File: config.mk
export PLATFORM = sky130hd
export DESIGN_NAME = prbsc_ctrl
export DESIGN_NICKNAME = d
export VERILOG_FILES = /design/src/include/prbsc_pkg.sv /design/src/hdl/prbsc_mgmt.sv /design/src/hdl/prbsc_ctrl.sv
export SDC_FILE = /design/constraint.sdc
export NUM_CORES = 1
export LEC_CHECK = 0
export ABC_AREA = 1
export BUFFER_PORTS_ARGS = -buffer_cell sky130_fd_sc_hd__buf_2
export CAP_MARGIN = 15
export CORE_UTILIZATION = 35
export DETAILED_ROUTE_END_ITERATION = 8
export GPL_TIMING_DRIVEN = 0
export PLACE_DENSITY_LB_ADDON = 0.08
export SLEW_MARGIN = 5
export SYNTH_ARGS = -nofsm -noshare
export SYNTH_HDL_FRONTEND = slang
export SYNTH_SLANG_ARGS = --single-unit
File: constraint.sdc
create_clock -name clk_sys -period 2.76 [get_ports clk_sys]
set_input_delay 0.552 -clock clk_sys [delete_from_list [all_inputs] [get_ports clk_sys]]
set_output_delay 0.552 -clock clk_sys [all_outputs]
set_load 0.02 [all_outputs]
File: src/include/prbsc_pkg.sv
// Contract
// - no pattern generation at eighth transmit rate
// - every test starts with device reset
// - reference select pins driven before configuration
// - cdr threshold 01, multiplier 00 first
// - application serial fields set before lock
// - poll pll lock bit until high
// - pulse receiver enable zero then one
// - wait gain lock, retune cdr, poll
// - datapath_soft_reset after cdr retune
// - discard first counter read, then check zero
// - pin mode writes select only for shorter
// - serial outputs cabled back to inputs
// - one test type; change restarts procedure
`default_nettype none
package prbsc_pkg;
   // ----------------------------------------------------------------
   // device register map (word index, bit positions)
   // ----------------------------------------------------------------
   localparam logic [4:0] REG_GLOBAL      = 5'h00;
   localparam logic [4:0] REG_CHAN_CTRL1  = 5'h01;
   localparam logic [4:0] REG_CHAN_CTRL2  = 5'h02;
   localparam logic [4:0] REG_DP_CTRL     = 5'h04;
   localparam logic [4:0] REG_STATUS      = 5'h05;
   localparam logic [4:0] REG_TEST_CTRL   = 5'h07;
   localparam logic [4:0] REG_SERDES_CFG  = 5'h08;
   localparam logic [4:0] REG_ERR_COUNT   = 5'h0e;
   localparam logic [4:0] REG_RX_CTRL     = 5'h14;
   localparam int         BIT_SOFT_RESET  = 15;
   localparam int         BIT_PLL_LOCK    = 0;
   localparam int         BIT_GAIN_LOCK   = 13;
   localparam int         BIT_GEN_EN      = 13;
   localparam int         BIT_CHECK_EN    = 12;
   localparam int         BIT_DP_RESET    = 3;
   localparam int         BIT_RX_EN       = 2;
   localparam logic [1:0] CDR_THR_INIT    = 2'h1;
   localparam logic [1:0] CDR_MULT_INIT   = 2'h0;
   localparam logic [1:0] CDR_MULT_FINAL  = 2'h1;
   localparam logic [1:0] RATE_EIGHTH     = 2'h3;
   localparam logic [2:0] SEL_PRBS7       = 3'h5;
   localparam logic [2:0] SEL_PRBS23      = 3'h6;
   localparam logic [2:0] SEL_PRBS31      = 3'h7;
   localparam logic [15:0] ERR_NONE       = 16'h0000;
   // ----------------------------------------------------------------
   // timing
   // ----------------------------------------------------------------
   localparam int    CLK_PERIOD_NS   = 25;
   localparam int    RST_HOLD_NS     = 1000;
   localparam int    RST_HOLD_CYC    = (RST_HOLD_NS + CLK_PERIOD_NS - 1) / CLK_PERIOD_NS;
   localparam longint AGC_WAIT_UI    = 250_000_000;
   localparam longint UI_PS          = 160;
   localparam longint AGC_WAIT_CYC_DEF = (AGC_WAIT_UI * UI_PS) / (1000 * CLK_PERIOD_NS);
   // ----------------------------------------------------------------
   // types
   // ----------------------------------------------------------------
   typedef enum logic [1:0] {PAT_7 = 2'h0, PAT_23 = 2'h1, PAT_31 = 2'h2} prbsc_pat_t;
   typedef struct packed {
      logic       chan;
      logic       pin_mode;
      logic       hard_reset;
      logic       refsrc_a;
      logic       refsrc_b;
      logic [1:0] pat;
      logic [1:0] rate_tx;
      logic [1:0] rate_rx;
      logic [3:0] pll_multiplier;
      logic [1:0] pll_loop_bw;
      logic [4:0] post_tap_weight;
      logic [3:0] pre_tap_weight;
      logic [3:0] swing;
      logic [2:0] rx_equalizer_preset;
   } prbsc_cfg_t;
   typedef struct packed {
      logic        wr;
      logic        chan;
      logic [4:0]  addr;
      logic [15:0] wdata;
   } prbsc_cmd_t;
   typedef enum logic [3:0] {
      ST_IDLE = 4'h0, ST_RST = 4'h1, ST_CFG1 = 4'h3, ST_CFG2 = 4'h2,
      ST_CFG8 = 4'h6, ST_PLL = 4'h7, ST_RXOFF = 4'h5, ST_RXON = 4'h4,
      ST_SEL = 4'hc, ST_GEN = 4'hd, ST_AGCW = 4'hf, ST_CDR2 = 4'he,
      ST_AGC = 4'ha, ST_DPRST = 4'hb, ST_VER = 4'h9, ST_RUN = 4'h8
   } prbsc_state_t;
endpackage
`default_nettype wire

File: src/hdl/prbsc_mgmt.sv
`default_nettype none
// ----------------------------------------------------------------
// register access engine: holds one request until the device acks
// ----------------------------------------------------------------
module prbsc_mgmt
   import prbsc_pkg::*;
(
   input  wire logic        clk_sys,
   input  wire logic        nrst,
   input  wire logic        go,
   input  wire prbsc_cmd_t  cmd,
   input  wire logic        mgmt_ack,
   input  wire logic [15:0] mgmt_rdata,
   output var  logic        mgmt_req,
   output var  prbsc_cmd_t  mgmt_cmd,
   output var  logic        done,
   output var  logic [15:0] rdata
);
   typedef struct packed {
      logic        req;
      prbsc_cmd_t  cmd;
      logic        done;
      logic [15:0] rdata;
   } prbsc_mst_t;

   prbsc_mst_t st_ff;
   prbsc_mst_t nxt_st;

   always_comb begin
      nxt_st      = st_ff;
      nxt_st.done = 1'b0;
      if (st_ff.req && mgmt_ack) begin
         nxt_st.req   = 1'b0;
         nxt_st.done  = 1'b1;
         nxt_st.rdata = mgmt_rdata;
      end else if (!st_ff.req && go) begin
         // a go while busy is dropped; the sequencer never issues one
         nxt_st.req = 1'b1;
         nxt_st.cmd = cmd;
      end
   end

   always_ff @(posedge clk_sys or negedge nrst) begin
      if (!nrst) begin
         st_ff <= '0;
      end else begin
         st_ff <= nxt_st;
      end
   end

   assign mgmt_req = st_ff.req;
   assign mgmt_cmd = st_ff.cmd;
   assign done     = st_ff.done;
   assign rdata    = st_ff.rdata;
endmodule
`default_nettype wire

File: src/hdl/prbsc_ctrl.sv
`default_nettype none
module prbsc_ctrl
   import prbsc_pkg::*;
#(
   parameter int unsigned AGC_WAIT_CYC = 32'(AGC_WAIT_CYC_DEF)
)(
   input  wire logic        clk_sys,
   input  wire logic        nrst,
   input  wire logic        start,
   input  wire prbsc_cfg_t  cfg,
   input  wire logic        read_req,
   input  wire logic        mgmt_ack,
   input  wire logic [15:0] mgmt_rdata,
   input  wire logic        chan_a_check_ok,
   input  wire logic        chan_b_check_ok,
   output var  logic        mgmt_req,
   output var  prbsc_cmd_t  mgmt_cmd,
   output var  logic        dev_nrst_pin,
   output var  logic        chan_a_refsrc_pin,
   output var  logic        chan_b_refsrc_pin,
   output var  logic        pin_test_enable,
   output var  logic        busy,
   output var  logic        running,
   output var  logic        cfg_err,
   output var  logic        check_fail,
   output var  logic        count_valid,
   output var  logic [15:0] err_count,
   output var  logic        err_free
);
   typedef struct packed {
      prbsc_state_t state;
      prbsc_cfg_t   cfg;
      prbsc_cmd_t   cmd;
      logic         go;
      logic         issued;
      logic [31:0]  cnt;
      logic         dev_nrst;
      logic         refa;
      logic         refb;
      logic         pin_en;
      logic         err;
      logic         fail;
      logic         first;
      logic         cval;
      logic [15:0]  ecnt;
      logic         efree;
      logic         busy;
      logic         run;
   } prbsc_st_t;

   prbsc_st_t   st_ff;
   prbsc_st_t   nxt_st;
   prbsc_cmd_t  cmd_now;
   logic        acc_done;
   logic [15:0] acc_rdata;
   logic [2:0]  sel_code;
   logic        chan_ok;

   // ----------------------------------------------------------------
   // register access for the current step
   // ----------------------------------------------------------------
   always_comb begin
      unique case (st_ff.cfg.pat)
         PAT_7:   sel_code = SEL_PRBS7;
         PAT_23:  sel_code = SEL_PRBS23;
         default: sel_code = SEL_PRBS31;
      endcase
      cmd_now      = '0;
      cmd_now.chan = st_ff.cfg.chan;
      cmd_now.wr   = 1'b1;
      unique case (st_ff.state)
         ST_RST: begin
            cmd_now.addr = REG_GLOBAL;
            cmd_now.wdata[BIT_SOFT_RESET] = 1'b1;
         end
         ST_CFG1: begin
            cmd_now.addr  = REG_CHAN_CTRL1;
            cmd_now.wdata = {6'h00, st_ff.cfg.pll_loop_bw, st_ff.cfg.rate_tx,
                             st_ff.cfg.rate_rx, st_ff.cfg.pll_multiplier};
         end
         ST_CFG2: begin
            cmd_now.addr  = REG_CHAN_CTRL2;
            cmd_now.wdata = {3'h0, st_ff.cfg.post_tap_weight,
                             st_ff.cfg.pre_tap_weight, st_ff.cfg.swing};
         end
         ST_CFG8: begin
            cmd_now.addr  = REG_SERDES_CFG;
            cmd_now.wdata = {1'b0, st_ff.cfg.rx_equalizer_preset,
                             CDR_THR_INIT, CDR_MULT_INIT, 8'h00};
         end
         ST_CDR2: begin
            cmd_now.addr  = REG_SERDES_CFG;
            cmd_now.wdata = {1'b0, st_ff.cfg.rx_equalizer_preset,
                             CDR_THR_INIT, CDR_MULT_FINAL, 8'h00};
         end
         ST_RXON: begin
            cmd_now.addr = REG_RX_CTRL;
            cmd_now.wdata[BIT_RX_EN] = 1'b1;
         end
         ST_RXOFF: begin
            cmd_now.addr = REG_RX_CTRL;
         end
         ST_SEL, ST_GEN, ST_VER: begin
            cmd_now.addr = REG_TEST_CTRL;
            cmd_now.wdata[10:8] = sel_code;
            cmd_now.wdata[BIT_GEN_EN] = (st_ff.state != ST_SEL);
            cmd_now.wdata[BIT_CHECK_EN] = (st_ff.state == ST_VER);
         end
         ST_DPRST: begin
            cmd_now.addr = REG_DP_CTRL;
            cmd_now.wdata[BIT_DP_RESET] = 1'b1;
         end
         ST_PLL, ST_AGCW, ST_AGC: begin
            cmd_now.wr   = 1'b0;
            cmd_now.addr = REG_STATUS;
         end
         ST_RUN: begin
            cmd_now.wr   = 1'b0;
            cmd_now.addr = REG_ERR_COUNT;
         end
         ST_IDLE: begin
            cmd_now.wr = 1'b0;
         end
      endcase
   end

   assign chan_ok = st_ff.cfg.chan ? chan_b_check_ok : chan_a_check_ok;

   // ----------------------------------------------------------------
   // bring-up sequencer
   // ----------------------------------------------------------------
   always_comb begin
      nxt_st      = st_ff;
      nxt_st.go   = 1'b0;
      nxt_st.cval = 1'b0;
      // one access at a time: issue once, then reissue or advance on its completion
      if (st_ff.state != ST_IDLE && !st_ff.issued && st_ff.state != ST_RUN &&
          !(st_ff.state == ST_RST && st_ff.cfg.hard_reset)) begin
         nxt_st.go     = 1'b1;
         nxt_st.issued = 1'b1;
         nxt_st.cmd    = cmd_now;
      end
      if (acc_done) begin
         nxt_st.issued = 1'b0;
      end
      unique case (st_ff.state)
         ST_IDLE: begin
            if (start) begin
               if (cfg.rate_tx == RATE_EIGHTH) begin
                  nxt_st.err = 1'b1;
               end else begin
                  nxt_st.err    = 1'b0;
                  nxt_st.cfg    = cfg;
                  nxt_st.refa   = cfg.refsrc_a;
                  nxt_st.refb   = cfg.refsrc_b;
                  nxt_st.pin_en = cfg.pin_mode;
                  nxt_st.fail   = 1'b0;
                  nxt_st.first  = 1'b1;
                  nxt_st.efree  = 1'b0;
                  nxt_st.cnt    = '0;
                  nxt_st.state  = ST_RST;
               end
            end
         end
         ST_RST: begin
            if (st_ff.cfg.hard_reset) begin
               // hold the pin low, then give the device the same time to settle
               nxt_st.cnt      = st_ff.cnt + 32'h1;
               nxt_st.dev_nrst = (st_ff.cnt >= 32'(RST_HOLD_CYC));
               if (st_ff.cnt == 32'(2 * RST_HOLD_CYC - 1)) begin
                  nxt_st.state = ST_CFG1;
               end
            end else if (acc_done) begin
               nxt_st.state = ST_CFG1;
            end
         end
         ST_CFG1: if (acc_done) nxt_st.state = ST_CFG2;
         ST_CFG2: if (acc_done) nxt_st.state = ST_CFG8;
         ST_CFG8: if (acc_done) nxt_st.state = ST_PLL;
         ST_PLL: begin
            if (acc_done && acc_rdata[BIT_PLL_LOCK]) begin
               nxt_st.state = ST_RXOFF;
            end
         end
         ST_RXOFF: if (acc_done) nxt_st.state = ST_RXON;
         ST_RXON: begin
            if (acc_done) begin
               nxt_st.cnt = '0;
               // pin mode skips the select write for the default pattern
               if (st_ff.pin_en && sel_code == SEL_PRBS31) begin
                  nxt_st.state = ST_AGCW;
               end else begin
                  nxt_st.state = ST_SEL;
               end
            end
         end
         ST_SEL: if (acc_done) nxt_st.state = st_ff.pin_en ? ST_AGCW : ST_GEN;
         ST_GEN: if (acc_done) nxt_st.state = ST_AGCW;
         ST_AGCW: begin
            if (st_ff.cnt < AGC_WAIT_CYC) begin
               nxt_st.cnt = st_ff.cnt + 32'h1;
            end
            if (acc_done && (acc_rdata[BIT_GAIN_LOCK] || st_ff.cnt >= AGC_WAIT_CYC)) begin
               nxt_st.state = ST_CDR2;
            end
         end
         ST_CDR2: if (acc_done) nxt_st.state = ST_AGC;
         ST_AGC: begin
            if (acc_done && acc_rdata[BIT_GAIN_LOCK]) begin
               nxt_st.state = ST_DPRST;
            end
         end
         ST_DPRST: if (acc_done) nxt_st.state = st_ff.pin_en ? ST_RUN : ST_VER;
         ST_VER: if (acc_done) nxt_st.state = ST_RUN;
         ST_RUN: begin
            if (!chan_ok) begin
               nxt_st.fail = 1'b1;
            end
            if (acc_done) begin
               if (st_ff.first) begin
                  nxt_st.first = 1'b0;
               end else begin
                  nxt_st.cval  = 1'b1;
                  nxt_st.ecnt  = acc_rdata;
                  nxt_st.efree = (acc_rdata == ERR_NONE);
               end
            end
            if (!st_ff.issued && !acc_done) begin
               if (start) begin
                  // a start ends the test and returns to idle; the next start reruns the whole procedure
                  nxt_st.state  = ST_IDLE;
                  nxt_st.pin_en = 1'b0;
               end else if (read_req) begin
                  nxt_st.go     = 1'b1;
                  nxt_st.issued = 1'b1;
                  nxt_st.cmd    = cmd_now;
               end
            end
         end
      endcase
      // status outputs decoded ahead so they leave straight from flops
      nxt_st.busy = (nxt_st.state != ST_IDLE) && (nxt_st.state != ST_RUN);
      nxt_st.run  = (nxt_st.state == ST_RUN);
   end

   always_ff @(posedge clk_sys or negedge nrst) begin
      if (!nrst) begin
         st_ff          <= '0;
         st_ff.state    <= ST_IDLE;
         st_ff.dev_nrst <= 1'b1;
      end else begin
         st_ff <= nxt_st;
      end
   end

   prbsc_mgmt u_mgmt (
      .clk_sys    (clk_sys),
      .nrst       (nrst),
      .go         (st_ff.go),
      .cmd        (st_ff.cmd),
      .mgmt_ack   (mgmt_ack),
      .mgmt_rdata (mgmt_rdata),
      .mgmt_req   (mgmt_req),
      .mgmt_cmd   (mgmt_cmd),
      .done       (acc_done),
      .rdata      (acc_rdata)
   );

   assign dev_nrst_pin      = st_ff.dev_nrst;
   assign chan_a_refsrc_pin = st_ff.refa;
   assign chan_b_refsrc_pin = st_ff.refb;
   assign pin_test_enable   = st_ff.pin_en;
   assign busy              = st_ff.busy;
   assign running           = st_ff.run;
   assign cfg_err           = st_ff.err;
   assign check_fail        = st_ff.fail;
   assign count_valid       = st_ff.cval;
   assign err_count         = st_ff.ecnt;
   assign err_free          = st_ff.efree;
endmodule
`default_nettype wire

==> flow_summary.yaml, run 1 <==
synthesis:
  synth_compound_area_share_pct: 10.4
  synthSimpleGateAreaFrac_pct: 28.2
  syn_inst: 1026
  synth_edf_count: 0
  syn-mean-instance-area_sq_um: 7.91
  synth.mux.area_fraction_pct: 1.53
  yosysSeqAreaShare_pct: 49.1
  synth_xor_area_share_pct: 1.51
  ys_warn_count: 0
  synth.cell_area_sq_mm: 0.00811
  synth_top_area_share_pct: 48.7
  yosysTopAreaCell: "dfrtp_1"
  synth_top_flop_cell: "dfrtp_1"
  synthArstFlopShare_pct: 100
  syn-num-nets: 1084
  yosysMostFrequentCell: "nand2_1"
  synthTopCellsByCount: "nand2_1, dfrtp_1, inv_1, nor2_1, o21ai_0"
  synth_top_family_by_area: "simple AND/OR/NAND/NOR gates"
  ys_seq_elements: 159
  synthTopCellsByArea: "dfrtp_1, nand2_1, inv_1"
  synth.distinct_cells: 45
  synth_adder_area_share_pct: 0.308
worst_setup_path:
  path_class: "flip-flop to flip-flop"
  path_cells: "nor2_4 -> nand2_2 -> nor2_2 -> inv_1 -> clkbuf_1 -> nand2_1 -> nand2_1"
  crit_path_end_kind: "flip-flop"
  cp_top_family: "simple AND/OR/NAND/NOR gates"
  slowest_stage: "dfrtp_1"
  slowest_delay_ps: 500
  crit_path_start: "st_ff[120]$_DFF_PN0_"
  required_ps: 3070
  path_max_fanout: 10
  cp_num_buf_inv: 2
  start_kind: "flip-flop"
  r2r-start: "st_ff[120]$_DFF_PN0_"
  path_common_cell: "nand2_1"
  arrival_ps: 2470
grt:
  grt_max_degree: 103
  grtUsageTotal_pct: 19.4
  grt-ovfl-total: 0
  antenna_found_initial: 0
  grt_first_pass_wirelength_um: 35800
  grt_pass1_vias: 6623
power:
  powerDensity_mw_per_mm2: 977
  p_leak_nw: 4.77
  ir_worst_vdd_mv: 0.484
  p_total_mw: 9.39
timing:
  rsz0062_at_grt: "no"
  worst_pin_slew_ps: 643
  period_minus_slack_ps: 2150
  period_share_pct: 77.9
  setup_viol: 0
  skew_ps: 18.3
  whs_ps: 27.2
  max-slew-margin-rel_pct: 57.1
  hold_violations: 0
  final_max_slew_viol_count: 0
  fmax_ghz: 0.465
  finalSetupTns_ps: 0
clock_network:
  clkTransAtPathRegs_ps: 70
  clock_latency_ps: 440
  cts_resized: 0
  cts_hold_buf: 0
  cts_buffer_depth: 2
  tritoncts: "done"
  clkSinkCount: 159
  postCtsSetupBuffers: 0
  root_buffer: "clkbuf_16"
  h-tree-depth: 4
  cts-buffers-inserted: 17
routing:
  routedWlPerCell_um: 15.3
  drtPass1Iterations: 6
  vias: 6859
  drc: 0
  viasPerCell: 4.73
  drt_wl_total_um: 22100
  drt_iter0_markers: 293
  ant_nets: 0
floorplanning:
  num_io_pins: 106
  die_w_um: 154
  coreArea_sq_mm: 0.0227
  start_util_pct: 35.7
  die_h_um: 154
  die_area_sq_mm: 0.0238
  placement_rows: 55
layout:
  fin_util_pct: 42.4
  fill_cells: 2384
  drive_above_1_share_pct: 20.7
  fin_nets: 1209
  antenna_cells: 0
  area_growth_pct: 18.6
  final_cells: 1449
placement:
  place_congestion: 0.857
  placed_cells: 1417
  hpwlAfterDp_um: 16300
  io_buffers: 105
min_path:
  hp-class: "input pin to asynchronous set/reset pin"
run_status:
  status: "finished, final reports clean"
run:
  maxCapViolations: 0
-- cells by family after synthesis --
| logic type | count (synthesis) |
|---|---|
| AO/OA/AOI/OAI | 140 |
| XOR/XNOR | 14 |
| adder cells (fa/ha/maj) | 2 |
| buffers and inverters | 164 |
| flip-flops | 159 |
| multiplexers | 11 |
| AND/OR/NAND/NOR | 536 |
-- power by group --
| part | switching, mW | internal, mW |
|---|---|---|
| registers | 0.433 | 3.14 |
| clock network | 1.06 | 1.30 |
| logic | 2.30 | 1.16 |
-- final timing paths --
| kind | to | slack (ps) | cells after the start |
|---|---|---|---|
| worst max-delay path | st_ff[90]$_DFFE_PN0P_ | 610 | 7 |
| worst min-delay path | u_mgmt.mgmt_cmd[4]$_DFFE_PN0P_ | 30 | 1 |
| worst max register to register | st_ff[90]$_DFFE_PN0P_ | 610 | 7 |
| worst min register to register | chan_a_refsrc_pin$_DFFE_PN0P_ | 470 | 2 |
| max in group asynchronous | st_ff[120]$_DFF_PN0_ | 1830 | 2 |
| min in group clk_sys | u_mgmt.rdata[10]$_DFFE_PN0P_ | 310 | 3 |
-- cell type report --
| type | instances | area, sq um | share of cell area, % |
|---|---|---|---|
| Buffer | 49 | 295 | 3.07 |
| Clock buffer | 18 | 439 | 4.57 |
| Clock inverter | 14 | 148 | 1.54 |
| Inverter | 115 | 434 | 4.51 |
| Multi-Input combinational cell | 703 | 3400 | 35.4 |
| Sequential cell | 159 | 3980 | 41.4 |
| Tap cell | 285 | 357 | 3.71 |
| Timing Repair Buffer | 106 | 563 | 5.85 |
-- state kept, by name, indices dropped and copies added (netlist names), 16 cells and up --
signal           cells
u_mgmt.mgmt_cmd     23
st_ff               91
err_count           16
u_mgmt.rdata        16
-- per-layer routing --
| layer | global-route usage (%) | share of wire [%] |
|---|---|---|
| met4 | 5.76 | 1.4 |
| met2 | 31.9 | 47 |
| met3 | 2.91 | 3.2 |
| met1 | 26.3 | 49 |
| met5 | 0 | 0 |
-- layout by cell type, fill, tap and decap left out, drive strengths merged --
master / Yosys / layout
or2: 4 / 4
clkinv: 3 / 8
ha: 2 / 2
o31ai: 2 / 2
xor2: 12 / 12
xnor2: 2 / 2
inv: 112 / 118
clkinvlp: 0 / 2
o2111ai: 2 / 2
nand3: 36 / 36
nor2: 90 / 90
a31oi: 2 / 2
nand4: 19 / 19
dfstp: 1 / 1
buf: 29 / 135
a21oi: 8 / 8
o22ai: 2 / 2
o211ai: 1 / 1
clkbuf: 20 / 38
o21a: 2 / 2
and3: 1 / 1
o221ai: 8 / 8
a2bb2oi: 1 / 1
nand2: 358 / 358
mux2: 11 / 11
bufinv: 0 / 1
nor3: 25 / 25
a221oi: 2 / 2
o21ai: 110 / 110
nor4: 3 / 3
dfrtp: 158 / 158
-- worst register-to-register path: stages (launching register included) --
cell	delay, ps
dfrtp_1	500
nor2_4	260
nand2_2	120
nor2_2	410
inv_1	290
clkbuf_1	300
nand2_1	120
nand2_1	60
-- metrics by stage --
step                      area, sq um  setup slack, ps
final                            9620              609
after CTS                        9620              577
after global routing             9620              407
after global placement           8990            -1550
after detailed placement         9030              501
after floorplan                  8110             1130
(Power assumes the default switching activity.)
==> inputs of run 2 (changes only) <==
- ABC_AREA: 1 -> 0
- clock period: 2.76 -> 1.8 ns (I/O delays scaled with it)
==> run 2 against run 1 <==
- the run now ends with setup timing left
- die area is 10% lower
- clock-buffer cell count is 1 higher
- cell area is 3.6% higher
- non-clock buffer count is 47 higher
- sequential cell count stayed put
- core utilization is 6.7 points higher
- combinational power is 66% higher
- wire length is 11% lower
- setup slack worse by 840 ps
- register-to-register slack worse by 840 ps
- synthesized cell count is 34% lower
- largest cell class unchanged
==> flow_summary.yaml, run 2 <==
floorplanning:
  placement_rows: 52
  coreArea_sq_mm: 0.0203
  die_area_sq_mm: 0.0214
  num_io_pins: 106
  die_w_um: 146
  die_h_um: 146
  start_util_pct: 35.9
worst_setup_path:
  reg2reg_depth: 7
  cp_num_buf_inv: 1
  crit_path_end_kind: "flip-flop"
  cp_top_family: "simple AND/OR/NAND/NOR gates"
  arrival_ps: 2390
  start_kind: "flip-flop"
  r2r_end: "st_ff[50]$_DFFE_PN0P_"
  r2r-start: "st_ff[43]$_DFFE_PN0P_"
  reg2reg_slack_ps: -240
  path_cells: "nor4_4 -> a31oi_4 -> o21ai_2 -> buf_6 -> nand3_4 -> or3_4 -> a21oi_2"
  path_max_fanout: 8
  required_ps: 2150
  slowest_delay_ps: 420
  path_class: "flip-flop to flip-flop"
  slowest_stage: "dfrtp_2"
timing:
  setup_viol: 51
  max-slew-margin-rel_pct: 59.1
  worst_pin_slew_ps: 613
  period_minus_slack_ps: 2040
  layout_setup_ws_ps: -236
  fmax_ghz: 0.491
  whs_ps: 125
  hold_violations: 0
  rsz0062_at_grt: "yes"
  final_max_slew_viol_count: 0
  period_share_pct: 113
  skew_ps: 11.0
min_path:
  hold_depth: 2
  min-delay-start: "mgmt_ack"
  hold_end: "u_mgmt.mgmt_req$_DFFE_PN0P_"
  hp-class: "input pin to flip-flop"
routing:
  drc: 0
  drt_wl_total_um: 19800
  viasPerCell: 5.09
  vias: 5774
  drt_iter0_markers: 321
  ant_nets: 0
  drtPass1Iterations: 5
  routedWlPerCell_um: 17.4
synthesis:
  synthTopCellsByCount: "dfrtp_1, nand2_1, mux2_2, nor2_1, o21ai_0"
  yosysTopAreaCell: "dfrtp_1"
  synthTopCellsByArea: "dfrtp_1, mux2_2, nand2_1"
  synth.cell_area_sq_mm: 0.00728
  synthArstFlopShare_pct: 100
  ys_seq_elements: 159
  syn-num-nets: 739
  synth.distinct_cells: 66
  yosysSeqAreaShare_pct: 54.7
  syn-mean-instance-area_sq_um: 10.7
  yosysMostFrequentCell: "dfrtp_1"
  syn_inst: 681
  synth_edf_count: 0
  ys_warn_count: 0
  synth_top_area_share_pct: 54.3
  synth_top_flop_cell: "dfrtp_1"
run_status:
  status: "finished, violations left"
  violations: "setup timing"
grt:
  met2_usage_pct: 30.7
  gr-usage-met1_pct: 24.3
  grt_first_pass_wirelength_um: 31400
  grtUsageMet3_pct: 4.59
  antenna_found_initial: 0
  grt_pass1_vias: 5852
  busiest_layer: "met2"
  grtUsageTotal_pct: 18.8
  grt-ovfl-total: 0
  grt_max_degree: 86
clock_network:
  tritoncts: "done"
  clkSinkCount: 159
  cts-buffers-inserted: 17
  h-tree-depth: 4
  root_buffer: "clkbuf_16"
  clock_latency_ps: 430
  clkTransAtPathRegs_ps: 70
  cts_buffer_depth: 2
placement:
  place_congestion: 0.846
  io_buffers: 105
  dpl_worst_slack_ps: -702
  hpwlAfterDp_um: 12900
layout:
  final_common_cell: "dfrtp_1"
  fin_nets: 909
  drive_above_1_share_pct: 46.4
  largest_reg_flops: 91
  antenna_cells: 0
  most-common-layout-cells: "dfrtp_1, buf_2, nand2_1"
  area_growth_pct: 36.8
  top_register: "st_ff"
run:
  maxCapViolations: 0
power:
  ir_worst_vdd_mv: 0.773
  p_leak_nw: 4.69
  powerDensity_mw_per_mm2: 1510
[run 2: cell type report]
class                   instances  area [sq um]
clock inverters                13           150
inverters                      14          71.3
multi-input cells             457          3520
clock buffers                  19           443
well taps                     270           338
repair buffers                152          1010
flip-flops and latches        159          3990
plain buffers                  50           440
fillers                      1928         10300
[run 2: worst register-to-register path: cells and delay by family, from the launching register on]
family / cells / cell delay, ps
compound gates: 3 / 500
buf+inv: 1 / 200
flops: 1 / 420
simple gates: 3 / 840
[run 2: where the power goes]
group / switching [mW] / internal [mW]
Clock: 1.56 / 2.11
Combinational: 2.98 / 2.78
Sequential: 0.841 / 4.74
[run 2: per-stage QoR]
step,instances,utilization [%],setup TNS (ps),instance area (sq um),power [mW]
2_1_floorplan,681,-,0,7310,8.24
3_3_place_gp,1056,40.3,-380760,8180,9.53
3_5_place_dp,1057,40.5,-49360,8220,9.65
4_1_cts,1117,46.5,-4590,9430,14.0
5_1_grt,1134,49.1,-10150,9960,15.9
6_report,1134,49.1,-5230,9960,15.0
[run 2: cells by family after synthesis]
| kind of cell | after synthesis | share of synthesized area, % |
|---|---|---|
| and+or+nand+nor | 265 | 18.1 |
| DFF | 159 | 54.7 |
| AOI/OAI and AO/OA | 98 | 8.92 |
| muxes | 72 | 11.1 |
| buffers and inverters | 67 | 4.74 |
| xor gates and xnor gates | 18 | 2.16 |
| adders and majority gates | 2 | 0.344 |
[run 2: how the worst max path moves through the flow]
stage / start / endpoint / slack, ps / depth (start not counted)
global placement: nrst / err_count[12]$_DFFE_PN0P_ / -2110 / 1
finish: st_ff[43]$_DFFE_PN0P_ / st_ff[50]$_DFFE_PN0P_ / -240 / 7
detailed placement: st_ff[119]$_DFF_PN0_ / err_count[12]$_DFFE_PN0P_ / -700 / 8
floorplan: st_ff[27]$_DFFE_PN0P_ / st_ff[51]$_DFFE_PN0P_ / 2 / 8
CTS: st_ff[42]$_DFFE_PN0P_ / running$_DFF_PN0_ / -200 / 6
global route: st_ff[43]$_DFFE_PN0P_ / st_ff[55]$_DFFE_PN0P_ / -320 / 7
[run 2: repair_timing]
| action | CTS | global route |
|---|---|---|
| hold buffers | 1 | 0 |
| gates cloned | 3 | 6 |
| buffers inserted | 27 | 12 |
| endpoints found under the hold margin | 73 | 0 |
| pin swaps | 31 | 34 |
| gates resized for setup | 103 | 93 |
| endpoints found under the setup margin | 111 | 110 |
[run 2: per-layer routing]
metal / vias up / share of wire (%)
met4: 0 / 1.7
met5: - / 0
li1: 2741 / -
met3: 29 / 3.6
met2: 131 / 50
met1: 2873 / 44
==> inputs of run 3 (changes only) <==
- CORE_UTILIZATION: 35 -> 52
==> run 3 against run 2 <==
- core utilization is 25 points higher
- first-iteration DRC count increased by 19%
- sequential power about the same
- the run still ends with setup timing left
- critical path depth decreased by 1
- sequential share of layout area up 0.23 points
- die area down 32%
- cell count down 7.8%
- clock power fell by 3%
- setup slack got worse by 18 ps
- global-route usage increased by 7.5 points
- total power decreased by 0.99%
==> flow_summary.yaml, run 3 (synthesis gave the netlist of run 2 again) <==
floorplanning:
  coreArea_sq_mm: 0.0135
  die_h_um: 120
  placement_rows: 42
  die_area_sq_mm: 0.0145
  start_util_pct: 54.1
  num_io_pins: 106
  die_w_um: 120
layout:
  top_register: "st_ff"
  largest_reg_flops: 91
  final_area_sq_mm: 0.00992
  regArea_sq_mm: 0.00399
  final_common_cell: "dfrtp_1"
  fin_nets: 915
  final_cells: 1046
  fill_cells: 923
  area_growth_pct: 36.2
  multi_input_area_sq_mm: 0.00353
  fin_util_pct: 73.7
  most-common-layout-cells: "dfrtp_1, buf_2, nand2_1"
  antenna_cells: 0
  drive_above_1_share_pct: 47.6
routing:
  drtPass1Iterations: 5
  routedWlPerCell_um: 18.1
  viasPerCell: 5.68
  drt_iter0_markers: 382
  drt_wl_total_um: 19000
  ant_nets: 0
  vias: 5937
  drc: 0
clock_network:
  clock_latency_ps: 430
  root_buffer: "clkbuf_16"
  cts-buffers-inserted: 17
  cts_buffer_depth: 2
  h-tree-depth: 4
  clkTransAtPathRegs_ps: 60
  tritoncts: "done"
  clkSinkCount: 159
worst_setup_path:
  crit_path_end_kind: "flip-flop"
  crit_path_start: "st_ff[45]$_DFFE_PN0P_"
  r2r_end: "running$_DFF_PN0_"
  path_class: "flip-flop to flip-flop"
  reg2reg_slack_ps: -250
  required_ps: 2110
  start_kind: "flip-flop"
  path_max_fanout: 5
  r2r-start: "st_ff[45]$_DFFE_PN0P_"
  reg2reg_depth: 6
  setup.worst_path.end: "running$_DFF_PN0_"
  arrival_ps: 2360
timing:
  skew_ps: 10.1
  max-slew-margin-rel_pct: 60.6
  fmax_ghz: 0.487
  final_max_slew_viol_count: 0
  rsz0062_at_grt: "yes"
  period_minus_slack_ps: 2050
  setup_viol: 57
  period_share_pct: 114
  hold_violations: 0
  layout_setup_ws_ps: -254
  worst_pin_slew_ps: 590
  finalSetupTns_ps: -6560
  whs_ps: 135
grt:
  grt_first_pass_wirelength_um: 29400
  grt_pass1_vias: 5858
  grt_max_degree: 82
  grt-ovfl-total: 0
  antenna_found_initial: 0
  grtUsageTotal_pct: 26.3
min_path:
  hp-class: "input pin to flip-flop"
power:
  ir_worst_vdd_mv: 0.946
  powerDensity_mw_per_mm2: 1500
  p_leak_nw: 4.72
  p_total_mw: 14.9
run_status:
  violations: "setup timing"
  status: "finished, violations left"
placement:
  hpwlAfterDp_um: 11800
  place_area_sq_mm: 0.00810
  io_buffers: 105
  dpl_worst_slack_ps: -607
  place_congestion: 0.915
  placed_cells: 963
run:
  maxCapViolations: 0
-- run 3: cell type report --
cell class                 count  area share [%]
clock buffer                  20            4.50
clock inverter                12            1.36
sequential                   159            40.3
timing repair buffer         159            10.9
multi-input combinational    456            35.6
inverter                      14           0.795
tap                          176            2.22
buffer                        50            4.35
-- run 3: worst min-delay path by stage --
stage                     slack, ps                     endpoint  cells after the start                start
after global placement          450          st_ff[72]$_DFF_PN0_                      2  st_ff[72]$_DFF_PN0_
after CTS                       130  u_mgmt.mgmt_req$_DFFE_PN0P_                      2             mgmt_ack
after global routing            150  u_mgmt.mgmt_req$_DFFE_PN0P_                      2             mgmt_ack
after floorplan                  60               busy$_DFF_PN0_                      0                 nrst
after detailed placement        370          st_ff[75]$_DFF_PN0_                      1                 nrst
final                           140  u_mgmt.mgmt_req$_DFFE_PN0P_                      2             mgmt_ack
-- run 3: worst max-delay path, cell delays in order (launching register included) --
cell	delay, ps
dfrtp_2	450
nor4_4	360
nand4_1	210
or3_4	430
a311oi_4	250
or3_4	200
nor3_2	40
-- run 3: power by group --
group,total [mW],switching (mW),internal (mW)
Sequential,5.58,0.834,4.74
Clock,3.57,1.48,2.08
Combinational,5.72,2.94,2.78
-- run 3: timing repair --
item | 4_1_cts | 5_1_grt
hold buffers | 1 | 0
endpoints found under the setup margin | 110 | 104
pin swaps | 22 | 36
setup buffers | 28 | 17
endpoints found under the hold margin | 78 | 0
cloned | 3 | 5
gates resized for setup | 83 | 114
-- run 3: routing by layer --
metal,global-route usage [%],up-vias,wire [um]
li1,-,2753,-
met1,33.9,2949,7960
met2,42.8,198,9710
met3,5.47,37,862
met4,12.0,0,441
met5,0,-,0
